==> config.mk <==
export PLATFORM = sky130hd
export DESIGN_NAME = slcd_strap_latch
export DESIGN_NICKNAME = d
export VERILOG_FILES = /design/src/core/slcd_strap_latch.v /design/src/core/slcd_sync.v /design/src/core/slcd_level_decode.v
export VERILOG_INCLUDE_DIRS = /design/src /design/src/core
export SDC_FILE = /design/constraint.sdc
export NUM_CORES = 1
export LEC_CHECK = 0
export BUFFER_PORTS_ARGS = -buffer_cell sky130_fd_sc_hd__buf_2
export CORE_ASPECT_RATIO = 2
export CORE_MARGIN = 5
export CORE_UTILIZATION = 50
export CTS_CLUSTER_DIAMETER = 40
export CTS_CLUSTER_SIZE = 30
export DETAILED_ROUTE_END_ITERATION = 6
export PLACE_DENSITY = 0.75
export SLEW_MARGIN = 25
export SYNTH_ARGS = -nofsm -noshare
export SYNTH_HDL_FRONTEND = slang
export SYNTH_SLANG_ARGS = --single-unit
==> constraint.sdc <==
create_clock -name hclk -period 2.1 [get_ports hclk]
set_clock_uncertainty 0.2 [all_clocks]
set_input_delay 0.21 -clock hclk [delete_from_list [all_inputs] [get_ports hclk]]
set_output_delay 0.21 -clock hclk [all_outputs]
set_load 0.01 [all_outputs]
==> src/core/slcd_consts.vh <==
// Constants for the strap latch and configuration decoder
`ifndef SLCD_CONSTS_VH
`define SLCD_CONSTS_VH

// ------------------------------------------------------------
// Register byte offsets
// ------------------------------------------------------------
`define SLCD_OFS_CTRL 8'h00
`define SLCD_OFS_STATUS 8'h04
`define SLCD_OFS_DECODE 8'h08
`define SLCD_OFS_LEVELS 8'h0C

// ------------------------------------------------------------
// Reset values
// ------------------------------------------------------------
`define SLCD_CTRL_RESET 6'h00
`define SLCD_MASK_RESET 6'h00

// ------------------------------------------------------------
// Field positions
// ------------------------------------------------------------
`define SLCD_STATUS_POS_LSB 0
`define SLCD_STATUS_NEG_LSB 8
`define SLCD_STATUS_INV_FIXED 16
`define SLCD_STATUS_INV_CHARGE 17
`define SLCD_STATUS_INV_MODE 18
`define SLCD_STATUS_INVALID 19
`define SLCD_STATUS_CAPTURED 20
`define SLCD_STATUS_PFSEL_LSB 24
`define SLCD_DECODE_DIS_LSB 0
`define SLCD_DECODE_SS_LSB 8
`define SLCD_DECODE_FIXED_LSB 16
`define SLCD_DECODE_CHARGE_LSB 24
`define SLCD_LEVELS_FIXED_LSB 0
`define SLCD_LEVELS_CHARGE_LSB 4
`define SLCD_LEVELS_MODE1_LSB 8
`define SLCD_LEVELS_MODE2_LSB 12

// ------------------------------------------------------------
// Decoded resistor level indices
// ------------------------------------------------------------
`define SLCD_LVL_200K_DOWN 3'h0
`define SLCD_LVL_200K_UP 3'h1
`define SLCD_LVL_10K_DOWN 3'h2
`define SLCD_LVL_10K_UP 3'h3
`define SLCD_LVL_10R_DOWN 3'h4
`define SLCD_LVL_10R_UP 3'h5

// ------------------------------------------------------------
// Pin function configuration codes
// ------------------------------------------------------------
`define SLCD_PFSEL_NONE 2'h0
`define SLCD_PFSEL_CONFIG3 2'h3

// ------------------------------------------------------------
// Timing counts
// ------------------------------------------------------------
`define SLCD_SETTLE_CYCLES 3'h4

`endif

==> src/core/slcd_strap_latch.v <==
// Strap capture, decode and AHB-Lite status registers
`timescale 1ns/100ps
`default_nettype none
`include "slcd_consts.vh"

// Notes on behaviour
// - Capture straps at reset release, then hold
// - Positive line strap one means disabled
// - Negative line strap one means disabled
// - Port disabled when both straps high or its control bit is set
// - Disabled USB2 side also disables USB3 side
// - Fixed strap: 200k levels give none, port1
// - Fixed strap: 10k levels give ports 1-2, 1-3
// - Fixed strap: 10 ohm levels give 1-4, 1-6
// - Charge strap: 200k levels give none, port1
// - Charge strap: 10k levels give 1-2, 1-3
// - Charge strap: 10 ohm levels give 1-4, 1-6
// - Mode straps sampled with others set mode
// - Lower two mode straps pick pin functions
// - Third mode strap is ignored entirely
// - Mode2 200k down, mode1 10k down selects config3
module slcd_strap_latch (
  input wire hclk,
  input wire hresetn,
  input wire hsel,
  input wire [31:0] haddr,
  input wire [1:0] htrans,
  input wire hwrite,
  input wire [2:0] hsize,
  input wire [31:0] hwdata,
  input wire hready,
  output wire hreadyout,
  output wire hresp,
  output reg [31:0] hrdata,
  input wire ext_reset_n,
  input wire [5:0] port_pos_line_disable_strap,
  input wire [5:0] port_neg_line_disable_strap,
  input wire [2:0] fixed_port_count_strap,
  input wire [2:0] charge_port_count_strap,
  input wire [2:0] mode_strap1_level,
  input wire [2:0] mode_strap2_level,
  output reg [5:0] port_disable,
  output reg [5:0] port_ss_disable,
  output reg [5:0] fixed_port_mask,
  output reg [5:0] charge_port_mask,
  output reg [1:0] pf_config_sel,
  output reg strap_invalid,
  output reg config_captured
);

  // ------------------------------------------------------------
  // Strap synchronisers
  // ------------------------------------------------------------
  wire [23:0] strap_raw; // All strap pins in one vector
  wire [23:0] strap_held; // Filtered strap levels
  wire ext_reset_held; // Filtered external reset level

  assign strap_raw = {mode_strap2_level, mode_strap1_level, charge_port_count_strap,
                      fixed_port_count_strap, port_neg_line_disable_strap, port_pos_line_disable_strap};

  // Straps pass four flops (three stages and the filter) before use
  slcd_sync #(.WIDTH(24), .INIT(24'h000000)) u_strap_sync (
    .hclk(hclk),
    .hresetn(hresetn),
    .pin_in(strap_raw),
    .held(strap_held)
  );

  // External reset starts high so power-on gives no false edge
  slcd_sync #(.WIDTH(1), .INIT(1'b1)) u_ext_reset_sync (
    .hclk(hclk),
    .hresetn(hresetn),
    .pin_in(ext_reset_n),
    .held(ext_reset_held)
  );

  wire [5:0] pos_held; // Positive line disable straps
  wire [5:0] neg_held; // Negative line disable straps
  wire [2:0] fixed_held; // Fixed port strap level
  wire [2:0] charge_held; // Charge port strap level
  wire [2:0] mode1_held; // Lower mode strap level
  wire [2:0] mode2_held; // Upper used mode strap level

  // Split the filtered vector back into its strap groups
  assign pos_held = strap_held[5:0];
  assign neg_held = strap_held[11:6];
  assign fixed_held = strap_held[14:12];
  assign charge_held = strap_held[17:15];
  assign mode1_held = strap_held[20:18];
  assign mode2_held = strap_held[23:21];

  // ------------------------------------------------------------
  // Capture trigger
  // ------------------------------------------------------------
  reg [2:0] settle_count; // Cycles since reset release
  reg ext_reset_prev; // Last filtered external reset
  reg settle_done; // Power-on capture already taken
  wire capture; // One-cycle capture pulse

  // Wait for the chain to fill after power-on, then fire once
  always @(posedge hclk or negedge hresetn) begin
    if (!hresetn) begin
      settle_count <= 3'h0;
      settle_done <= 1'b0;
      ext_reset_prev <= 1'b1;
    end else begin
      // Previous filtered level for the rising edge detect
      ext_reset_prev <= ext_reset_held;
      // Count up once after each chip reset, then stop
      if (!settle_done) begin
        if (settle_count == `SLCD_SETTLE_CYCLES) begin
          settle_done <= 1'b1;
        end else begin
          settle_count <= settle_count + 3'h1;
        end
      end
    end
  end

  // Power-on capture, or rising edge of external reset
  // A low external reset level alone changes nothing
  assign capture = (!settle_done && settle_count == `SLCD_SETTLE_CYCLES) ||
                   (ext_reset_held && !ext_reset_prev);

  // ------------------------------------------------------------
  // Captured raw strap values
  // ------------------------------------------------------------
  reg [5:0] pos_cap; // Captured positive line straps
  reg [5:0] neg_cap; // Captured negative line straps
  reg [2:0] fixed_cap; // Captured fixed port level
  reg [2:0] charge_cap; // Captured charge port level
  reg [2:0] mode1_cap; // Captured lower mode level
  reg [2:0] mode2_cap; // Captured upper mode level

  // Values are taken on capture and held until the next one
  always @(posedge hclk or negedge hresetn) begin
    if (!hresetn) begin
      pos_cap <= 6'h00;
      neg_cap <= 6'h00;
      fixed_cap <= `SLCD_LVL_200K_DOWN;
      charge_cap <= `SLCD_LVL_200K_DOWN;
      mode1_cap <= `SLCD_LVL_200K_DOWN;
      mode2_cap <= `SLCD_LVL_200K_DOWN;
    end else if (capture) begin
      // Take every strap group in the same cycle
      pos_cap <= pos_held;
      neg_cap <= neg_held;
      fixed_cap <= fixed_held;
      charge_cap <= charge_held;
      mode1_cap <= mode1_held;
      mode2_cap <= mode2_held;
    end
  end

  // ------------------------------------------------------------
  // Decode of captured values
  // ------------------------------------------------------------
  wire [5:0] fixed_dec; // Non-removable port mask
  wire [5:0] charge_dec; // Charging detection port mask
  wire fixed_bad; // Fixed level out of range
  wire charge_bad; // Charge level out of range
  wire mode_ok; // Mode straps form the supported pair
  wire [5:0] strap_dis; // Ports disabled by straps
  reg [5:0] force_disable; // Software forced port disable

  // Level index to fixed port mask
  slcd_level_decode u_fixed_decode (
    .level(fixed_cap),
    .port_mask(fixed_dec),
    .invalid(fixed_bad)
  );

  // Level index to charging port mask
  slcd_level_decode u_charge_decode (
    .level(charge_cap),
    .port_mask(charge_dec),
    .invalid(charge_bad)
  );

  // A line reads disabled when its strap is one; port needs both
  assign strap_dis = pos_cap & neg_cap;

  // Only one pair of mode levels is supported; third strap unread
  assign mode_ok = (mode2_cap == `SLCD_LVL_200K_DOWN) &&
                   (mode1_cap == `SLCD_LVL_10K_DOWN);

  // Register the decoded settings so outputs come from flops
  always @(posedge hclk or negedge hresetn) begin
    if (!hresetn) begin
      port_disable <= `SLCD_MASK_RESET;
      port_ss_disable <= `SLCD_MASK_RESET;
      fixed_port_mask <= `SLCD_MASK_RESET;
      charge_port_mask <= `SLCD_MASK_RESET;
      pf_config_sel <= `SLCD_PFSEL_NONE;
      strap_invalid <= 1'b0;
    end else begin
      port_disable <= strap_dis | force_disable;
      // Superspeed side always follows the port disable
      port_ss_disable <= strap_dis | force_disable;
      fixed_port_mask <= fixed_dec;
      charge_port_mask <= charge_dec;
      if (mode_ok) begin
        pf_config_sel <= `SLCD_PFSEL_CONFIG3;
      end else begin
        pf_config_sel <= `SLCD_PFSEL_NONE;
      end
      // Any reserved level or unsupported mode pair flags it
      strap_invalid <= fixed_bad | charge_bad | !mode_ok;
    end
  end

  // Marks that at least one capture has happened
  always @(posedge hclk or negedge hresetn) begin
    if (!hresetn) begin
      config_captured <= 1'b0;
    end else if (capture) begin
      config_captured <= 1'b1;
    end
  end

  // ------------------------------------------------------------
  // AHB-Lite slave
  // ------------------------------------------------------------
  reg wr_pending; // Data phase of a write is open
  reg [7:0] wr_addr; // Offset of the pending write
  wire accept; // Address phase taken this cycle
  wire [7:0] req_addr; // Offset of the address phase
  wire mapped; // Upper address bits are zero

  // Transfer starts on NONSEQ or SEQ while the bus is ready
  assign accept = hsel && hready && htrans[1];
  assign req_addr = haddr[7:0];
  assign mapped = (haddr[31:8] == 24'h000000);
  assign hreadyout = 1'b1; // Always zero wait states
  assign hresp = 1'b0; // Always OKAY

  // Read data assembled from current state
  function [31:0] slcd_read;
    input [7:0] ofs;
    begin
      case (ofs)
        `SLCD_OFS_CTRL: slcd_read = {26'h0000000, force_disable};
        `SLCD_OFS_STATUS: begin
          slcd_read = 32'h00000000;
          slcd_read[`SLCD_STATUS_POS_LSB +: 6] = pos_cap;
          slcd_read[`SLCD_STATUS_NEG_LSB +: 6] = neg_cap;
          slcd_read[`SLCD_STATUS_INV_FIXED] = fixed_bad;
          slcd_read[`SLCD_STATUS_INV_CHARGE] = charge_bad;
          slcd_read[`SLCD_STATUS_INV_MODE] = !mode_ok;
          slcd_read[`SLCD_STATUS_INVALID] = strap_invalid;
          slcd_read[`SLCD_STATUS_CAPTURED] = config_captured;
          slcd_read[`SLCD_STATUS_PFSEL_LSB +: 2] = pf_config_sel;
        end
        `SLCD_OFS_DECODE: begin
          slcd_read = 32'h00000000;
          slcd_read[`SLCD_DECODE_DIS_LSB +: 6] = port_disable;
          slcd_read[`SLCD_DECODE_SS_LSB +: 6] = port_ss_disable;
          slcd_read[`SLCD_DECODE_FIXED_LSB +: 6] = fixed_port_mask;
          slcd_read[`SLCD_DECODE_CHARGE_LSB +: 6] = charge_port_mask;
        end
        `SLCD_OFS_LEVELS: begin
          slcd_read = 32'h00000000;
          slcd_read[`SLCD_LEVELS_FIXED_LSB +: 3] = fixed_cap;
          slcd_read[`SLCD_LEVELS_CHARGE_LSB +: 3] = charge_cap;
          slcd_read[`SLCD_LEVELS_MODE1_LSB +: 3] = mode1_cap;
          slcd_read[`SLCD_LEVELS_MODE2_LSB +: 3] = mode2_cap;
        end
        default: slcd_read = 32'h00000000;
      endcase
    end
  endfunction

  // Address phase: note writes, register read data for the data phase
  always @(posedge hclk or negedge hresetn) begin
    if (!hresetn) begin
      wr_pending <= 1'b0;
      wr_addr <= 8'h00;
      hrdata <= 32'h00000000;
    end else if (hready) begin
      // Writes complete in the next cycle, when hwdata stands
      wr_pending <= accept && hwrite && mapped;
      wr_addr <= req_addr;
      if (accept && !hwrite && mapped) begin
        hrdata <= slcd_read(req_addr);
      end else begin
        hrdata <= 32'h00000000; // Unmapped reads as zero
      end
    end
  end

  // Data phase: only the control word is writable
  always @(posedge hclk or negedge hresetn) begin
    if (!hresetn) begin
      force_disable <= `SLCD_CTRL_RESET;
    end else if (wr_pending && wr_addr == `SLCD_OFS_CTRL) begin
      // Only the low six bits are kept; others read zero
      force_disable <= hwdata[5:0];
    end
  end

endmodule
`default_nettype wire

==> src/core/slcd_sync.v <==
// Three-flop pin synchroniser with agreement filter
`timescale 1ns/100ps
`default_nettype none

module slcd_sync #(
  parameter WIDTH = 1,
  parameter [WIDTH-1:0] INIT = {WIDTH{1'b0}}
) (
  input wire hclk,
  input wire hresetn,
  input wire [WIDTH-1:0] pin_in,
  output reg [WIDTH-1:0] held
);

  reg [WIDTH-1:0] stage1; // Only read by stage2
  reg [WIDTH-1:0] stage2; // Second flop
  reg [WIDTH-1:0] stage3; // Third flop

  // ------------------------------------------------------------
  // Shift chain; held value moves only when stage2 and stage3 agree
  // ------------------------------------------------------------
  always @(posedge hclk or negedge hresetn) begin
    if (!hresetn) begin
      stage1 <= INIT;
      stage2 <= INIT;
      stage3 <= INIT;
      held <= INIT;
    end else begin
      stage1 <= pin_in;
      stage2 <= stage1;
      stage3 <= stage2;
      if (stage2 == stage3) begin
        held <= stage3;
      end
    end
  end

endmodule
`default_nettype wire

==> src/core/slcd_level_decode.v <==
// Resistor level index to port count mask decoder
`timescale 1ns/100ps
`default_nettype none
`include "slcd_consts.vh"

module slcd_level_decode (
  input wire [2:0] level,
  output wire [5:0] port_mask,
  output wire invalid
);

  // ------------------------------------------------------------
  // Thermometer mask from level; reserved codes give no ports
  // ------------------------------------------------------------
  function [6:0] slcd_mask;
    input [2:0] lvl;
    begin
      case (lvl)
        `SLCD_LVL_200K_DOWN: slcd_mask = 7'h00;
        `SLCD_LVL_200K_UP: slcd_mask = 7'h01;
        `SLCD_LVL_10K_DOWN: slcd_mask = 7'h03;
        `SLCD_LVL_10K_UP: slcd_mask = 7'h07;
        `SLCD_LVL_10R_DOWN: slcd_mask = 7'h0F;
        `SLCD_LVL_10R_UP: slcd_mask = 7'h3F;
        default: slcd_mask = 7'h40;
      endcase
    end
  endfunction

  wire [6:0] decoded; // Invalid flag over six port bits

  assign decoded = slcd_mask(level);
  assign port_mask = decoded[5:0];
  assign invalid = decoded[6];

endmodule
`default_nettype wire

* After elaboration in Yosys (flattened, before gate mapping) *
Index checks and enable logic that the tools add are counted.

word-level totals
  register bits after elaboration = 198
  input port bits = 99
  output and inout bits = 62
  logic and storage cells = 80

cells by class
  $add $sub $neg = 1
  eq/ne operators = 17
  multiplexer cells = 7
  bitwise gates (word level) = 6
  reduce and logical (&&, ||, !) cells = 22

operators with widths
  operator                                              number
  case mux 30 bit (4 select lines)                      1
  case mux 7 bit (6 select lines)                       2
  2-to-1 mux 32 bit                                     1
  equality test 24 bit                                  1
  logical NOT 24 bit                                    1
  equality test 8 x 4 -> 1 bit (second input constant)  2
  logical NOT 8 bit                                     2
  equality test 3 x 2 -> 1 bit (second input constant)  5
  equality test 3 bit (second input constant)           5
  logical AND 1 bit                                     10
  logical NOT 3 bit                                     3
  equality test 8 x 3 -> 1 bit (second input constant)  1
  bitwise AND 6 bit                                     1
  equality test 3 x 1 -> 1 bit (second input constant)  2
  OR 6 bit                                              1
  logical NOT 1 bit                                     4
  adder 3 x 1 -> 3 bit (second input constant)          1
  2-to-1 mux 1 bit                                      2
  2-to-1 mux 2 bit                                      1
  inverter 1 bit                                        2
  OR 1 bit                                              2
  AND reduction 2 bit                                   1
  equality test 1 bit                                   1
  logical OR 1 bit                                      1

* Logic depth before layout (Yosys ltp) *
  depth after elaboration = 5
  gate-level depth with buffers = 7
  gate-level depth less buffers = 6

* Cells and area by module *
From an unflattened synthesis, not the netlist that was laid out.

second synthesis, totals
  cell total of the unflattened synthesis = 486
  area total of the unflattened synthesis = 7235.7 sq um

modules (own cells, without submodules)
  module                        times used  cells each  area an instance (sq um)  sequential area each (sq um)
  slcd_strap_latch              1           307         3933.8                    2278.4
  slcd_sync (u_strap_sync)      1           154         3040.4                    2402.3
  slcd_level_decode             2           10          72.6                      0.0
  slcd_sync (u_ext_reset_sync)  1           5           116.4                     105.1

* Worst setup path after synthesis *
OpenSTA, ideal clock, no wires.

  kind = reg-to-reg
  start point = register settle_count[0]
  end point = register pos_cap[0]
  library setup time = 0.125 ns
  data arrival time = 1.626 ns
  required time = 1.775 ns
  path slack = 0.149 ns
  stages on the path, launching flop included = 7
  buffers on the path = 1
  period minus slack after synthesis = 1.951 ns
  cell sequence = dfrtp_1 inv_1 ha_1 nand2_1 o22ai_2 clkbuf_1 mux2_2

between the ends
  longest elaborated chain between the ends = 3

ends and longest elaborated chain
  item                                  RTL line                source
  start: declaration                    slcd_strap_latch.v:95   reg [2:0] settle_count;
  start signal: assignment              slcd_strap_latch.v:114  settle_count <= settle_count + 3'h1;
  equality test 3 bit (no source line)  -
  logical AND 1 bit (no source line)    -
  logical OR 1 bit                      slcd_strap_latch.v:122  assign capture = (!settle_done && settle_count == `SLCD_SETTLE_CYCLES) ||
  end signal: assignment                slcd_strap_latch.v:146  pos_cap <= pos_held;
  end: declaration                      slcd_strap_latch.v:128  reg [5:0] pos_cap;

No other way between the ends.
A chain may end at the register's enable or synchronous reset.

* Worst setup path in the final report *
  start point = register u_strap_sync.stage3[10]
  end point = register u_strap_sync.held[6]

between the ends
  longest elaborated chain between the ends = 1

ends and longest elaborated chain
  item                      RTL line        source
  start: declaration        slcd_sync.v:17  reg [WIDTH-1:0] stage3;
  start signal: assignment  slcd_sync.v:31  stage3 <= stage2;
  equality test 24 bit      slcd_sync.v:32  if (stage2 == stage3) begin
  end signal: assignment    slcd_sync.v:33  held <= stage3;
  end: declaration          slcd_sync.v:12  output reg [WIDTH-1:0] held

No other way between the ends.

==> out/summary.txt <==
dpl cell area: 0.007874 sq mm
cts bufs inserted: 17
asr flop ratio synth: 100.0%
top achievable clock speed: 471.6 MHz
Layout Nets: 765
DR DRC count: 0
DR iter-0 viols: 206
clk root buf: clkbuf_16
count of buffer and inverter cells on the critical path: 1
Tot Pwr: 7301 uW
R2R Setup Slk: -0.02 ns
clock sink count: 188
FP Rows: 61
final setup TNS: -0.1609 ns
GP Congestion: 0.8527
Port Buf Inserts: 122
status: complete, but fails checks
crit end category: flop
initial core utilization: 50.79%
Post-DP HPWL: 10.32 mm
Leak: 0.004329 uW
initial antenna violation count: 0
Worst Path Arrival: 2.22 ns
final setup margin: -0.02063 ns
Pwr per Cell Area: 822.5 mW/mm^2
final hold vios: 0
failing checks: negative setup slack
post-synth top area cell: dfrtp_1
Cell Area, Synth: 0.007056 sq mm
Worst-Margin Slew: 0.6329 ns
min-delay worst type: in -> reg
Final Cell Area: 0.008876 sq mm
CP max FO: 24
core area: 0.01389 sq mm
I/O pins: 161
Synth Register Bits: 188
worst-path cell chain: xor2_1, nor4_1, nand3_4, buf_12, mux2_4
ant diodes: 0
total grt overflow: 0
Yosys cell types: 42
fin crit share: 101.0%
sequential area share after synthesis: 66.77%
unrepaired setup endpoints after global routing: yes
YS warnings: 0
Largest stage delay, worst path: 0.58 ns
Tmin final: 2.121 ns
via/cell ratio: 4.992
Total Routing Usage GR: 18.15%
clk buf depth: 2
global-route wire length before repair: 23.07 mm
via count: 4308
dominant cells by area after synthesis: dfrtp_1 (65%), mux2_2 (7.2%), mux2_4 (4.3%)
slowest CP cell: nor4_1
Mapped Cells: 496
die width: 94.00 microns
Main synth FF type: dfrtp_1
Syn Area/Cell: 14.22 sq um
VDD IR max: 0.5770 mV
TritonCTS clock tree: done
endpoints failing setup: 19
Detailed Route WL: 13.88 mm
Rel. slew slack: 57.41%
P&R area growth vs syn: 25.80%
vias in the first global route: 4740
Worst EP required: 2.20 ns
Top delay family on crit path: simple AND/OR/NAND/NOR gates
top-area cell type share of the netlist area: 64.91%
clock latency on the worst-skew pair: 0.42 ns
clock slew at reported path FFs: 0.07 ns
EDFF count, synth: 0
die span in y: 178.0 microns
fin. max-slew vios: 0
crit path kind: reg -> reg
largest net degree at the start of global routing: 64
max cap viols: 0
drt wl/cell: 16.08 microns
CTS H-tree depth: 4
First-pass DRT Iterations: 4
share of cells above drive strength 1: 36.94%
post-route ant nets: 0
Startpoint Class: flop
total die area: 0.01673 sq mm
==> registers in the layout (all words and copies together) (netlist names), 8 cells and up <==
name,cells
wr_addr,8
u_strap_sync.stage3,24
u_strap_sync.stage2,24
u_strap_sync.stage1,24
hrdata,25
u_strap_sync.held,24
==> worst paths after layout <==
path,from,end,cells past startpoint
min in group asynchronous,hresetn,u_ext_reset_sync.stage3,2
max in group asynchronous,hresetn,u_strap_sync.stage1[20],3
setup reg to reg,u_strap_sync.stage3[10],u_strap_sync.held[6],5
setup / recovery,u_strap_sync.stage3[10],u_strap_sync.held[6],5
hold / removal,hready,wr_pending,2
hold reg to reg,u_strap_sync.stage1[18],u_strap_sync.stage2[18],0
==> cell usage in the layout, fill, tap and decap left out, types with 6 or more instances in the layout <==
cell,n
clkbuf_16,17
o22ai_1,19
dfrtp_1,183
buf_4,8
buf_2,121
mux2_2,45
xor2_1,9
conb_1,8
a21oi_1,12
dlygate4sd3_1,40
nor2_1,12
nand4_1,6
o21ai_0,10
inv_8,6
inv_1,39
nor4_1,11
nand3_1,8
nand2_1,17
a21o_1,6
mux2_4,20
xnor2_1,17
a22oi_1,6
==> report_power, final <==
part | switching, uW | total, uW | internal (uW)
clock | 1470 | 3060 | 1590
combinational | 215 | 442 | 227
sequential | 68.9 | 3800 | 3730
total | 1750 | 7300 | 5550
==> per-layer routing <==
layer  routed length (microns)  GRT usage, %
met1                      4810         18.53
met2                      7914         33.97
met3                       687         3.799
met4                       462         9.102
met5                         0             0
==> through the flow <==
stage / utilization [%] / std cells / hold WS (ns) / setup WS (ns)
2_1_floorplan: - / 502 / -0.2856 / 0.1492
5_1_grt: 63.90 / 863 / 0.03599 / -0.08261
4_1_cts: 63.75 / 863 / 0.01125 / 0.01393
6_report: 63.90 / 863 / 0.02379 / -0.02063
3_3_place_gp: 56.68 / 791 / -0.1403 / 0.01083
3_5_place_dp: 56.68 / 791 / -0.1371 / -0.01275
==> layout make-up <==
class / instances / area (sq um)
Inverter: 39 / 146.4
Sequential cell: 188 / 4711
Clock buffer: 17 / 425.4
Tap cell: 189 / 236.5
Clock inverter: 15 / 155.1
Timing Repair Buffer: 175 / 1177
Fill cell: 1091 / 5015
Multi-Input combinational cell: 240 / 2024
==> synth_stat cells (6+ instances only) <==
library cell	n
inv_1	39
a21o_1	6
mux2_4	20
nand3_1	8
dfrtp_1	183
nor4_1	12
clkbuf_1	11
xnor2_1	18
xor2_1	9
nand4_1	6
o21ai_0	10
mux2_2	45
nand2_1	17
buf_4	18
a22oi_1	6
o22ai_1	19
a21oi_1	12
nor2_1	12
==> timing repair <==
| item | CTS | global route |
|---|---|---|
| hold endpoints to repair | 226 | 0 |
| setup endpoints to repair | 20 | 24 |
| resized for setup | 0 | 3 |
| pin swaps | 1 | 2 |
| buffers inserted | 0 | 0 |
| hold buffers | 40 | 0 |
==> cells by family (layout without fill, tap and decap cells) <==
kind of cell	after synthesis	count (layout)	share of synthesized area [%]
other	2	8	0.1064
xor gates and xnor gates	27	27	3.352
adders and majority gates	6	6	1.029
muxes	70	70	13.03
AOI/OAI and AO/OA	57	57	5.019
and+or+nand+nor	72	72	5.533
buffers and inverters	74	246	5.160
DFF	188	188	66.77
Note: power is estimated with default switching activity, not from simulation.
